--- src/include/shsp_pkg.sv ---
package shsp_pkg;
	// Register offsets on the bus
	localparam logic [7:0]  SHSP_CTRL_OFS     = 8'h00;
	localparam logic [7:0]  SHSP_STAT_OFS     = 8'h04;
	localparam logic [2:0]  SHSP_CTRL_RST     = 3'h0;
	// Control field positions
	localparam int          SHSP_S17_BIT      = 0;
	localparam int          SHSP_HCE_BIT      = 1;
	localparam int          SHSP_SLD_BIT      = 2;
	// Status field positions
	localparam int          SHSP_IER_BIT      = 0;
	localparam int          SHSP_CRC_BIT      = 1;
	localparam int          SHSP_MODE_BIT     = 2;
	localparam int          SHSP_BUSY_BIT     = 3;
	localparam int          SHSP_ID_LSB       = 4;
	// Serial frame lengths
	localparam logic [4:0]  SHSP_LEN_BASE     = 5'h10;
	localparam logic [4:0]  SHSP_LEN_EXT      = 5'h11;
	localparam logic [4:0]  SHSP_LEN_CRC      = 5'h14;
	localparam logic [3:0]  SHSP_CRC4_PRESET  = 4'hF;
	localparam logic [2:0]  SHSP_CRC3_PRESET  = 3'h7;
	// Supply-line frame lengths including sync bits
	localparam logic [5:0]  SHSP_MAN_RD_LEN   = 6'h10;
	localparam logic [5:0]  SHSP_MAN_WR_LEN   = 6'h20;
	localparam logic [5:0]  SHSP_ACCESS_ADDR  = 6'h3F;
	localparam logic [15:0] SHSP_ACCESS_DATA  = 16'h62D2;
	localparam logic [15:0] SHSP_EXIT_DATA    = 16'h5AA5;
	localparam logic [1:0]  SHSP_ID_SETTLE    = 2'h3;

	typedef enum logic [1:0] {
		SHSP_M_IDLE = 2'b00,
		SHSP_M_SYNC = 2'b01,
		SHSP_M_BITS = 2'b10
	} shsp_man_t;

	function automatic logic [3:0] shsp_crc4_step(input logic [3:0] c, input logic b);
		logic inv;
		inv = b ^ c[3];
		return {c[2], c[1], c[0] ^ inv, inv};
	endfunction

	function automatic logic [3:0] shsp_crc4_word(input logic [15:0] w);
		logic [3:0] c;
		c = SHSP_CRC4_PRESET;
		for (int i = 15; i >= 0; i--) begin
			c = shsp_crc4_step(c, w[i]);
		end
		return c;
	endfunction

	function automatic logic [2:0] shsp_crc3_step(input logic [2:0] c, input logic b);
		logic inv;
		inv = b ^ c[2];
		return {c[1], c[0] ^ inv, inv};
	endfunction
endpackage

--- src/rtl/shsp_top.sv ---
// Chosen here: register access over APB and the register offsets.
`timescale 1ns/1ps
module shsp_top #(
	parameter int HALF_W = 16
) (
	input  wire logic        i_sys_clk,
	input  wire logic        i_reset_n,
	input  wire logic        i_psel,
	input  wire logic        i_penable,
	input  wire logic        i_pwrite,
	input  wire logic [7:0]  i_paddr,
	input  wire logic [31:0] i_pwdata,
	output logic      [31:0] o_prdata,
	output logic             o_pready,
	output logic             o_pslverr,
	input  wire logic        i_sclk,
	input  wire logic        i_serial_select_n,
	input  wire logic        i_mosi,
	output logic             o_miso,
	input  wire logic        i_supply_cmd,
	input  wire logic        i_pwm_angle,
	output logic             o_pwm_out,
	output logic             o_pwm_oe,
	output logic             o_link_mode
);
	import shsp_pkg::*;

	logic [2:0]        sclk_sy_reg, cs_sy_reg, sup_sy_reg;
	logic [1:0]        mosi_sy_reg;
	logic [2:0]        ctrl_reg;
	logic              ier_reg, crc_flag_reg;
	logic [4:0]        bit_cnt_reg;
	logic [19:0]       rx_reg, tx_reg;
	logic              rd_pend_reg;
	logic [5:0]        rd_addr_reg;
	logic [7:0]        mem [64];
	logic [1:0]        die_id_reg, id_cnt_reg;
	shsp_man_t         m_state_reg;
	logic [HALF_W-1:0] tim_reg, half_reg;
	logic [5:0]        idx_reg, len_reg;
	logic [31:0]       shf_reg;
	logic [2:0]        c3_reg;
	logic              mdone_reg, man_mode_reg;
	logic              tx_busy_reg, tx_ph_reg;
	logic [15:0]       txd_reg;
	logic [3:0]        tx_bits_reg;
	logic [HALF_W-1:0] tx_tim_reg;

	function automatic logic [15:0] read_word(input logic [5:0] a);
		if (a[5:1] == 5'h00)
			return 16'h0000;
		else if (a[0])
			return {8'h00, mem[a]};
		else
			return {mem[a], mem[{a[5:1], 1'b1}]};
	endfunction

	// Pin synchronisers and strobes
	wire sclk_rise = sclk_sy_reg[1] & ~sclk_sy_reg[2];
	wire sclk_fall = ~sclk_sy_reg[1] & sclk_sy_reg[2];
	wire cs_fall   = ~cs_sy_reg[1] & cs_sy_reg[2];
	wire cs_rise   = cs_sy_reg[1] & ~cs_sy_reg[2];
	wire cs_act    = ~cs_sy_reg[1];
	wire mosi_s    = mosi_sy_reg[1];
	wire s17       = ctrl_reg[SHSP_S17_BIT];
	wire hce       = ctrl_reg[SHSP_HCE_BIT];
	wire link_en   = ~ctrl_reg[SHSP_SLD_BIT];

	always_ff @(posedge i_sys_clk) begin
		if (!i_reset_n) begin
			sclk_sy_reg <= 3'h7;
			cs_sy_reg   <= 3'h7;
			sup_sy_reg  <= 3'h7;
			mosi_sy_reg <= 2'h0;
		end else begin
			sclk_sy_reg <= {sclk_sy_reg[1:0], i_sclk};
			cs_sy_reg   <= {cs_sy_reg[1:0], i_serial_select_n};
			sup_sy_reg  <= {sup_sy_reg[1:0], i_supply_cmd};
			mosi_sy_reg <= {mosi_sy_reg[0], i_mosi};
		end
	end

	// Serial frame evaluation at select release
	wire        len_ok   = bit_cnt_reg == SHSP_LEN_BASE || bit_cnt_reg == SHSP_LEN_CRC
	                       || (bit_cnt_reg == SHSP_LEN_EXT && s17);
	wire        over     = bit_cnt_reg > SHSP_LEN_BASE && !len_ok;
	wire [15:0] payload  = bit_cnt_reg == SHSP_LEN_CRC ? rx_reg[19:4] :
	                       bit_cnt_reg == SHSP_LEN_EXT ? rx_reg[16:1] : rx_reg[15:0];
	wire        crc_bad  = bit_cnt_reg == SHSP_LEN_CRC && hce
	                       && shsp_crc4_word(payload) != rx_reg[3:0];
	wire        spi_take = cs_rise && len_ok && !crc_bad && !payload[15];
	wire        spi_wr   = spi_take & payload[14];
	wire        spi_rd   = spi_take & ~payload[14];
	wire [15:0] resp     = rd_pend_reg ? read_word(rd_addr_reg) : 16'h0000;

	always_ff @(posedge i_sys_clk) begin
		if (!i_reset_n || cs_fall || cs_rise)
			bit_cnt_reg <= 5'h00;
		else if (cs_act && sclk_rise && bit_cnt_reg != 5'h1F)
			bit_cnt_reg <= bit_cnt_reg + 5'h01;
	end

	always_ff @(posedge i_sys_clk) begin
		if (!i_reset_n) begin
			rx_reg <= 20'h00000;
			tx_reg <= 20'h00000;
			o_miso <= 1'b0;
		end else begin
			if (cs_act && sclk_rise)
				rx_reg <= {rx_reg[18:0], mosi_s};
			if (cs_fall)
				tx_reg <= {resp, shsp_crc4_word(resp)};
			else if (cs_act && sclk_fall) begin
				o_miso <= tx_reg[19];
				tx_reg <= {tx_reg[18:0], 1'b0};
			end
		end
	end

	always_ff @(posedge i_sys_clk) begin
		if (!i_reset_n) begin
			rd_pend_reg <= 1'b0;
			rd_addr_reg <= 6'h00;
		end else if (cs_rise) begin
			rd_pend_reg <= spi_rd;
			rd_addr_reg <= payload[13:8];
		end
	end

	// Die address strap, caught after the synchronisers settle
	always_ff @(posedge i_sys_clk) begin
		if (!i_reset_n) begin
			id_cnt_reg <= 2'h0;
			die_id_reg <= 2'h0;
		end else if (id_cnt_reg != SHSP_ID_SETTLE) begin
			id_cnt_reg <= id_cnt_reg + 2'h1;
			die_id_reg <= {mosi_s, cs_sy_reg[1]};
		end
	end

	// Supply-line decoder
	wire                sup_s  = sup_sy_reg[1];
	wire                s_edge = sup_s ^ sup_sy_reg[2];
	wire                s_rise = sup_s & ~sup_sy_reg[2];
	wire [HALF_W+1:0]   tim_x  = {2'b00, tim_reg};
	wire [HALF_W+1:0]   win_lo = {2'b00, half_reg} + {3'b000, half_reg[HALF_W-1:1]};
	wire [HALF_W+1:0]   win_hi = {1'b0, half_reg, 1'b0} + {3'b000, half_reg[HALF_W-1:1]};
	wire                mid    = m_state_reg == SHSP_M_BITS && s_edge && tim_x >= win_lo;
	wire                m_bit  = ~sup_s;
	wire [5:0]          len_e  = idx_reg == 6'h02 ?
	                             (m_bit ? SHSP_MAN_RD_LEN : SHSP_MAN_WR_LEN) : len_reg;
	wire                in_crc = idx_reg >= 6'h02 && idx_reg < len_e - 6'h03;
	wire                m_last = idx_reg == len_e - 6'h01;
	wire                m_abort = (m_state_reg == SHSP_M_BITS && tim_x > win_hi)
	                              || (mid && idx_reg == 6'h01 && m_bit);
	wire                tim_max = &tim_reg;

	always_ff @(posedge i_sys_clk) begin
		if (!i_reset_n || !link_en) begin
			m_state_reg <= SHSP_M_IDLE;
			mdone_reg   <= 1'b0;
		end else begin
			mdone_reg <= mid && m_last && !m_abort;
			case (m_state_reg)
				SHSP_M_IDLE: if (s_edge && !sup_s) m_state_reg <= SHSP_M_SYNC;
				SHSP_M_SYNC: begin
					if (s_rise)
						m_state_reg <= SHSP_M_BITS;
					else if (s_edge || tim_max)
						m_state_reg <= SHSP_M_IDLE;
				end
				SHSP_M_BITS: if (m_abort || (mid && m_last)) m_state_reg <= SHSP_M_IDLE;
				default: m_state_reg <= SHSP_M_IDLE;
			endcase
		end
	end

	// Restart at the sync mid-edge so the first data window is measured from it
	always_ff @(posedge i_sys_clk) begin
		if (!i_reset_n || m_state_reg == SHSP_M_IDLE || mid || (m_state_reg == SHSP_M_SYNC && s_rise))
			tim_reg <= '0;
		else if (!tim_max)
			tim_reg <= tim_reg + 1'b1;
	end

	always_ff @(posedge i_sys_clk) begin
		if (!i_reset_n) begin
			half_reg <= '1;
			idx_reg  <= 6'h00;
			len_reg  <= SHSP_MAN_WR_LEN;
			shf_reg  <= 32'h00000000;
			c3_reg   <= SHSP_CRC3_PRESET;
		end else if (m_state_reg == SHSP_M_SYNC && s_rise) begin
			half_reg <= tim_max ? tim_reg : tim_reg + 1'b1;
			idx_reg  <= 6'h01;
			len_reg  <= SHSP_MAN_WR_LEN;
			shf_reg  <= 32'h00000000;
			c3_reg   <= SHSP_CRC3_PRESET;
		end else if (mid) begin
			idx_reg <= idx_reg + 6'h01;
			len_reg <= len_e;
			shf_reg <= {shf_reg[30:0], m_bit};
			if (in_crc)
				c3_reg <= shsp_crc3_step(c3_reg, m_bit);
		end
	end

	// Command decode after a complete frame
	wire        m_rd     = len_reg == SHSP_MAN_RD_LEN;
	wire [3:0]  m_mask   = m_rd ? shf_reg[12:9] : shf_reg[28:25];
	wire [5:0]  m_addr   = m_rd ? shf_reg[8:3] : shf_reg[24:19];
	wire [15:0] m_data   = shf_reg[18:3];
	wire        m_sel    = m_mask == 4'h0 || m_mask[die_id_reg];
	wire        man_ok   = mdone_reg && c3_reg == shf_reg[2:0] && link_en;
	wire        m_spec   = !m_rd && m_addr == SHSP_ACCESS_ADDR;
	wire        m_access = man_ok && m_spec && m_data == SHSP_ACCESS_DATA;
	wire        m_exit   = man_ok && m_spec && m_data == SHSP_EXIT_DATA && m_sel;
	wire        man_wr   = man_ok && man_mode_reg && !m_rd && m_sel && !m_spec;
	wire        tx_start = man_ok && man_mode_reg && m_rd && m_sel;

	always_ff @(posedge i_sys_clk) begin
		if (!i_reset_n || !link_en)
			man_mode_reg <= 1'b0;
		else if (m_access)
			man_mode_reg <= 1'b1;
		else if (m_exit && man_mode_reg)
			man_mode_reg <= 1'b0;
	end

	// Primary register bytes; serial port wins a same-cycle clash
	always_ff @(posedge i_sys_clk) begin
		if (spi_wr)
			mem[payload[13:8]] <= payload[7:0];
		else if (man_wr) begin
			mem[{m_addr[5:1], 1'b0}] <= m_data[15:8];
			mem[{m_addr[5:1], 1'b1}] <= m_data[7:0];
		end
	end

	// Reply transmitter at the measured half-bit period
	wire tx_tick  = tx_tim_reg == half_reg - 1'b1;
	wire tx_level = txd_reg[15] ^ tx_ph_reg;
	always_ff @(posedge i_sys_clk) begin
		if (!i_reset_n) begin
			tx_busy_reg <= 1'b0;
			tx_ph_reg   <= 1'b0;
			txd_reg     <= 16'h0000;
			tx_bits_reg <= 4'h0;
			tx_tim_reg  <= '0;
		end else if (tx_start) begin
			tx_busy_reg <= 1'b1;
			tx_ph_reg   <= 1'b0;
			txd_reg     <= read_word(m_addr);
			tx_bits_reg <= 4'h0;
			tx_tim_reg  <= '0;
		end else if (tx_busy_reg) begin
			tx_tim_reg <= tx_tick ? '0 : tx_tim_reg + 1'b1;
			if (tx_tick) begin
				tx_ph_reg <= ~tx_ph_reg;
				if (tx_ph_reg) begin
					txd_reg     <= {txd_reg[14:0], 1'b0};
					tx_bits_reg <= tx_bits_reg + 4'h1;
					tx_busy_reg <= tx_bits_reg != 4'hF;
				end
			end
		end
	end

	always_ff @(posedge i_sys_clk) begin
		if (!i_reset_n) begin
			o_pwm_oe    <= 1'b0;
			o_pwm_out   <= 1'b0;
			o_link_mode <= 1'b0;
		end else begin
			o_pwm_oe    <= man_mode_reg ? tx_busy_reg & ~tx_level : ~i_pwm_angle;
			o_pwm_out   <= 1'b0;
			o_link_mode <= man_mode_reg;
		end
	end

	// Bus slave, one wait state
	wire        apb_acc  = i_psel && i_penable && !o_pready;
	wire        hit_ctrl = i_paddr == SHSP_CTRL_OFS;
	wire        hit_stat = i_paddr == SHSP_STAT_OFS;
	wire        apb_w    = apb_acc && i_pwrite;
	wire        clr_ier  = apb_w && hit_stat && i_pwdata[SHSP_IER_BIT];
	wire        clr_crc  = apb_w && hit_stat && i_pwdata[SHSP_CRC_BIT];
	wire [31:0] stat_val = {26'h0, die_id_reg, tx_busy_reg, man_mode_reg, crc_flag_reg, ier_reg};
	wire [31:0] rd_val   = hit_ctrl ? {29'h0, ctrl_reg} : hit_stat ? stat_val : 32'h0;
	always_ff @(posedge i_sys_clk) begin
		if (!i_reset_n) begin
			o_pready  <= 1'b0;
			o_pslverr <= 1'b0;
			o_prdata  <= 32'h00000000;
			ctrl_reg  <= SHSP_CTRL_RST;
		end else begin
			o_pready  <= apb_acc;
			o_pslverr <= apb_acc && !hit_ctrl && !hit_stat;
			o_prdata  <= (apb_acc && !i_pwrite) ? rd_val : 32'h00000000;
			if (apb_w && hit_ctrl)
				ctrl_reg <= i_pwdata[2:0];
		end
	end

	// Warning flags, a set beats a same-cycle clear
	always_ff @(posedge i_sys_clk) begin
		if (!i_reset_n) begin
			ier_reg      <= 1'b0;
			crc_flag_reg <= 1'b0;
		end else begin
			ier_reg      <= (cs_rise && over) || (ier_reg && !clr_ier);
			crc_flag_reg <= (cs_rise && crc_bad) || (crc_flag_reg && !clr_crc);
		end
	end
endmodule // shsp_top

--- config.mk ---
export PLATFORM = sky130hd
export DESIGN_NAME = shsp_top
export DESIGN_NICKNAME = d
export VERILOG_FILES = /design/src/include/shsp_pkg.sv /design/src/rtl/shsp_top.sv
export SDC_FILE = /design/constraint.sdc
export NUM_CORES = 2
export LEC_CHECK = 0
export ABC_CLOCK_PERIOD_IN_PS = 5750
export BUFFER_PORTS_ARGS = -buffer_cell sky130_fd_sc_hd__buf_2
export CAP_MARGIN = 20
export CORE_AREA = 2 2 231 324
export DETAILED_ROUTE_END_ITERATION = 10
export DIE_AREA = 0 0 233 326
export PLACE_DENSITY_LB_ADDON = 0.3
export RECOVER_POWER = 25
export SLEW_MARGIN = 20
export SYNTH_ARGS = -nofsm -noshare
export SYNTH_HDL_FRONTEND = slang
export SYNTH_SLANG_ARGS = --single-unit
--- constraint.sdc ---
create_clock -name i_sys_clk -period 5.75 [get_ports i_sys_clk]
set_input_delay 1.15 -clock i_sys_clk [delete_from_list [all_inputs] [get_ports i_sys_clk]]
set_output_delay 1.15 -clock i_sys_clk [all_outputs]
set_load 0.005 [all_outputs]
==> summary.txt <==
Clock Power Share -> 0.471
Cell row count -> 118
Total GRT Usage -> 0.4483
CP Class -> reg -> reg
Most common cell after layout, fill and taps aside -> nand2_1
Internal -> 0.008349 W
Total setup buffers inserted after CTS -> 0
IO Pins -> 88
Period utilisation layout -> 0.9810
Bufs on Longest Clock Path -> 3
Maxcap violations -> 3
Power per cell area -> 211.0 nW/um2
Static leakage -> 19.42 nW
Die Span Y -> 326 um
Worst-margin pin slew -> 3.214 ns
Net Sw Frac -> 0.2093
Peak Freq -> 177.3 MHz
Layout cells sized above 1 -> 0.1917
Hold Vio Cnt, Final -> 0
Crit path max fanout -> 42
Drt total wl -> 170900 um
Most frequent cell on the critical path -> nand2_1
Relative slew slack -> -1.143
Comb power frac -> 0.009
Clock sink count -> 719
Worst vdd ir -> 0.2342 mV
Final min period -> 5.641 ns
HP Class -> reg -> reg
Max Slew Vio Count -> 95
DR vias/cell -> 7.076
Finished Cell Area -> 50040 um2
Largest net degree at the start of global routing -> 108
Grt total ovfl -> 0
Inserted Clock Buffers -> 74
Area Overhead vs Synth -> 8.005%
Number of synthesized flops with an enable pin -> 512
Hold Crit Depth -> 1
Setup TNS -> 0 ns
Area fraction of the dominant cell type after synthesis -> 0.3319
Reg2reg setup slack -> 0.11 ns
FILL cells -> 5391
Starting DRT DRC Count -> 5308
Worst EP arrival -> 6.22 ns
Part of the power in registers -> 0.520
Initial antenna violation count -> 13
DRC Markers -> 0
Synth unique cells -> 92
Pre-antenna DRT Iters -> 7
Hold wc startpoint -> sclk_sy_reg[0]
Synthesized cell area -> 46330 um2
Final Skew -> 0.02848 ns
Most frequent cells in the layout -> nand2_1 (706), edfxtp_1 (512), nand3_1 (339)
Status -> finished with violations
Clock Tree Root -> clkbuf_16
Yosys warnings -> 0
FF-to-FF Start -> len_reg[0]
WP data required -> 6.33 ns
Nets@finish -> 4464
Top area cells in the synthesized netlist -> edfxtp_1 (33%), dfxtp_1 (8.9%), mux4_2 (7.4%)
Post-DRT Antenna Nets -> 0
Sequential-to-total area share from yosys stat -> 0.4213
Post-Syn Instances -> 4397
Reg-to-reg critical path endpoint -> txd_reg[5]
Post-DP Area -> 47660 um2
Slowest-stage cell, CP -> mux2i_2
H-tree depth -> 3
Critical Path End Type -> flop
TritonCTS clock tree -> done
Crit-path cells -> nor4_1 > clkbuf_1 > nand2_1 > mux2i_2 > buf_12 > clkbuf_4 > nand2_1 > nand3_1 > nand2_1 > o211ai_1 > nand4_1 > nor3_1 > nor2_1 > o32ai_1 > o211a_1
First-pass GRT wire length -> 244700 um
CP startpoint kind -> flop
Routed WL per cell -> 32.06 um
Starting density of the core -> 0.6314
Ys flop type -> edfxtp_1
Number of global-route vias before repair -> 36.35k
Post-DP HPWL -> 117500 um
Setup violations, final -> 0
RSZ-0062 raised after global routing -> false
Die X -> 233 um
Vias -> 37.71k
Worst Reg-to-Reg Cells -> 15
Worst skew pair latency -> 0.66 ns
Failing checks -> capacitance limit, slew limit
Hold buffer count at cts -> 0
CORE AREA -> 73380 um2
GP Congestion -> 1.090
Critical Path Max Stage Delay -> 1.39 ns
Syn avg cell area -> 10.54 um2
Reg clk slew, reported paths -> 0.06 ns
Net Switching -> 0.002210 W
Hold worst-path end -> sclk_sy_reg[1]
Ys async rst share -> 0
Max FFs per register -> 512
Register bit total from synthesis -> 719
Largest area contributor in the netlist -> edfxtp_1
Die Area -> 75960 um2
Final hold slack -> 0.4182 ns
IO buf count -> 31
final cells by class:
class / count / area, um2 / share of cell area
antenna: 3 / 7.507 / 0.0001500
clock inverter: 39 / 352.8 / 0.007052
sequential: 719 / 19530 / 0.3903
multi-input combinational: 3181 / 24550 / 0.4906
timing repair buffer: 266 / 2061 / 0.04118
clock buffer: 93 / 2081 / 0.04158
tap: 960 / 1201 / 0.02401
inverter: 68 / 255.2 / 0.005101
metrics by stage:
| step | setup slack [ns] | util | total power [W] | instances |
|---|---|---|---|---|
| final | 0.1094 | 0.6819 | 0.01056 | 5329 |
| after global routing | 0.001769 | 0.6818 | 0.01075 | 5326 |
| after CTS | 0.3940 | 0.6827 | 0.01056 | 5326 |
| after detailed placement | 0.4420 | 0.6496 | 0.005701 | 5194 |
| after global placement | 0.5480 | 0.6495 | 0.005698 | 5194 |
| after floorplan | 1.124 | - | 0.005684 | 4423 |
metal layers:
metal / track usage / wire, um
met4: 0.3640 / 18060
met5: 0 / 160
met2: 0.6997 / 76760
met3: 0.1179 / 20930
met1: 0.5184 / 54960
power groups by stage:
stage          combinational (W)  sequential [W]  clock [W]
2_1_floorplan          0.0000804         0.00560          0
3_5_place_dp           0.0000930         0.00561          0
5_1_grt                 0.000106         0.00549    0.00515
4_1_cts                0.0000939         0.00550    0.00497
3_3_place_gp           0.0000910         0.00561          0
6_report               0.0000937         0.00550    0.00497
cells in the mapped netlist, drive strengths merged (27+ instances only):
library cell  count
nand2           707
mux2            522
edfxtp          512
nand3           339
clkbuf          272
dfxtp           207
nor2            189
buf             183
mux4            153
a21oi           132
o21ai           109
ha              102
mux2i            88
o211ai           81
xnor2            76
inv              65
xor2             57
o21bai           55
and3             53
a31oi            36
nor3             35
a211oi           33
nand2b           30
nand4            29
and4             27
critical path: cells and delay by family, from the launching register on:
| family | cells | cell delay [ns] |
|---|---|---|
| AOI/OAI and AO/OA | 3 | 0.99 |
| DFF | 1 | 0.35 |
| buffers and inverters | 3 | 1.03 |
| and+or+nand+nor | 8 | 1.77 |
| muxes | 1 | 1.39 |
cell families (layout without fill, tap and decap cells):
kind of cell    after synthesis  in the layout  share of synthesized area
simple gates               1505           1505                     0.1480
mux                         763            763                     0.2203
flops                       719            719                     0.4213
compound gates              636            636                    0.09431
buf+inv                     523            466                    0.05588
xor+xnor                    146            146                    0.03173
fa+ha+maj                   104            104                    0.02841
other cells                   1             30                 0.00008094
how the worst max path moves through the flow:
stage / start / endpoint / cells after the start
finish: len_reg[0] / txd_reg[5] / 15
global route: bit_cnt_reg[0] / mem[52][3] / 16
CTS: bit_cnt_reg[0] / mem[33][4] / 17
detailed placement: bit_cnt_reg[0] / mem[40][4] / 17
floorplan: half_reg[1] / tim_reg[10] / 23
global placement: bit_cnt_reg[0] / mem[40][2] / 17
timing repair:
action / CTS / global route
resized for setup: 0 / 6
endpoints found under the setup margin: 0 / 29
endpoints found under the hold margin: 0 / 0
(Power assumes the default switching activity.)
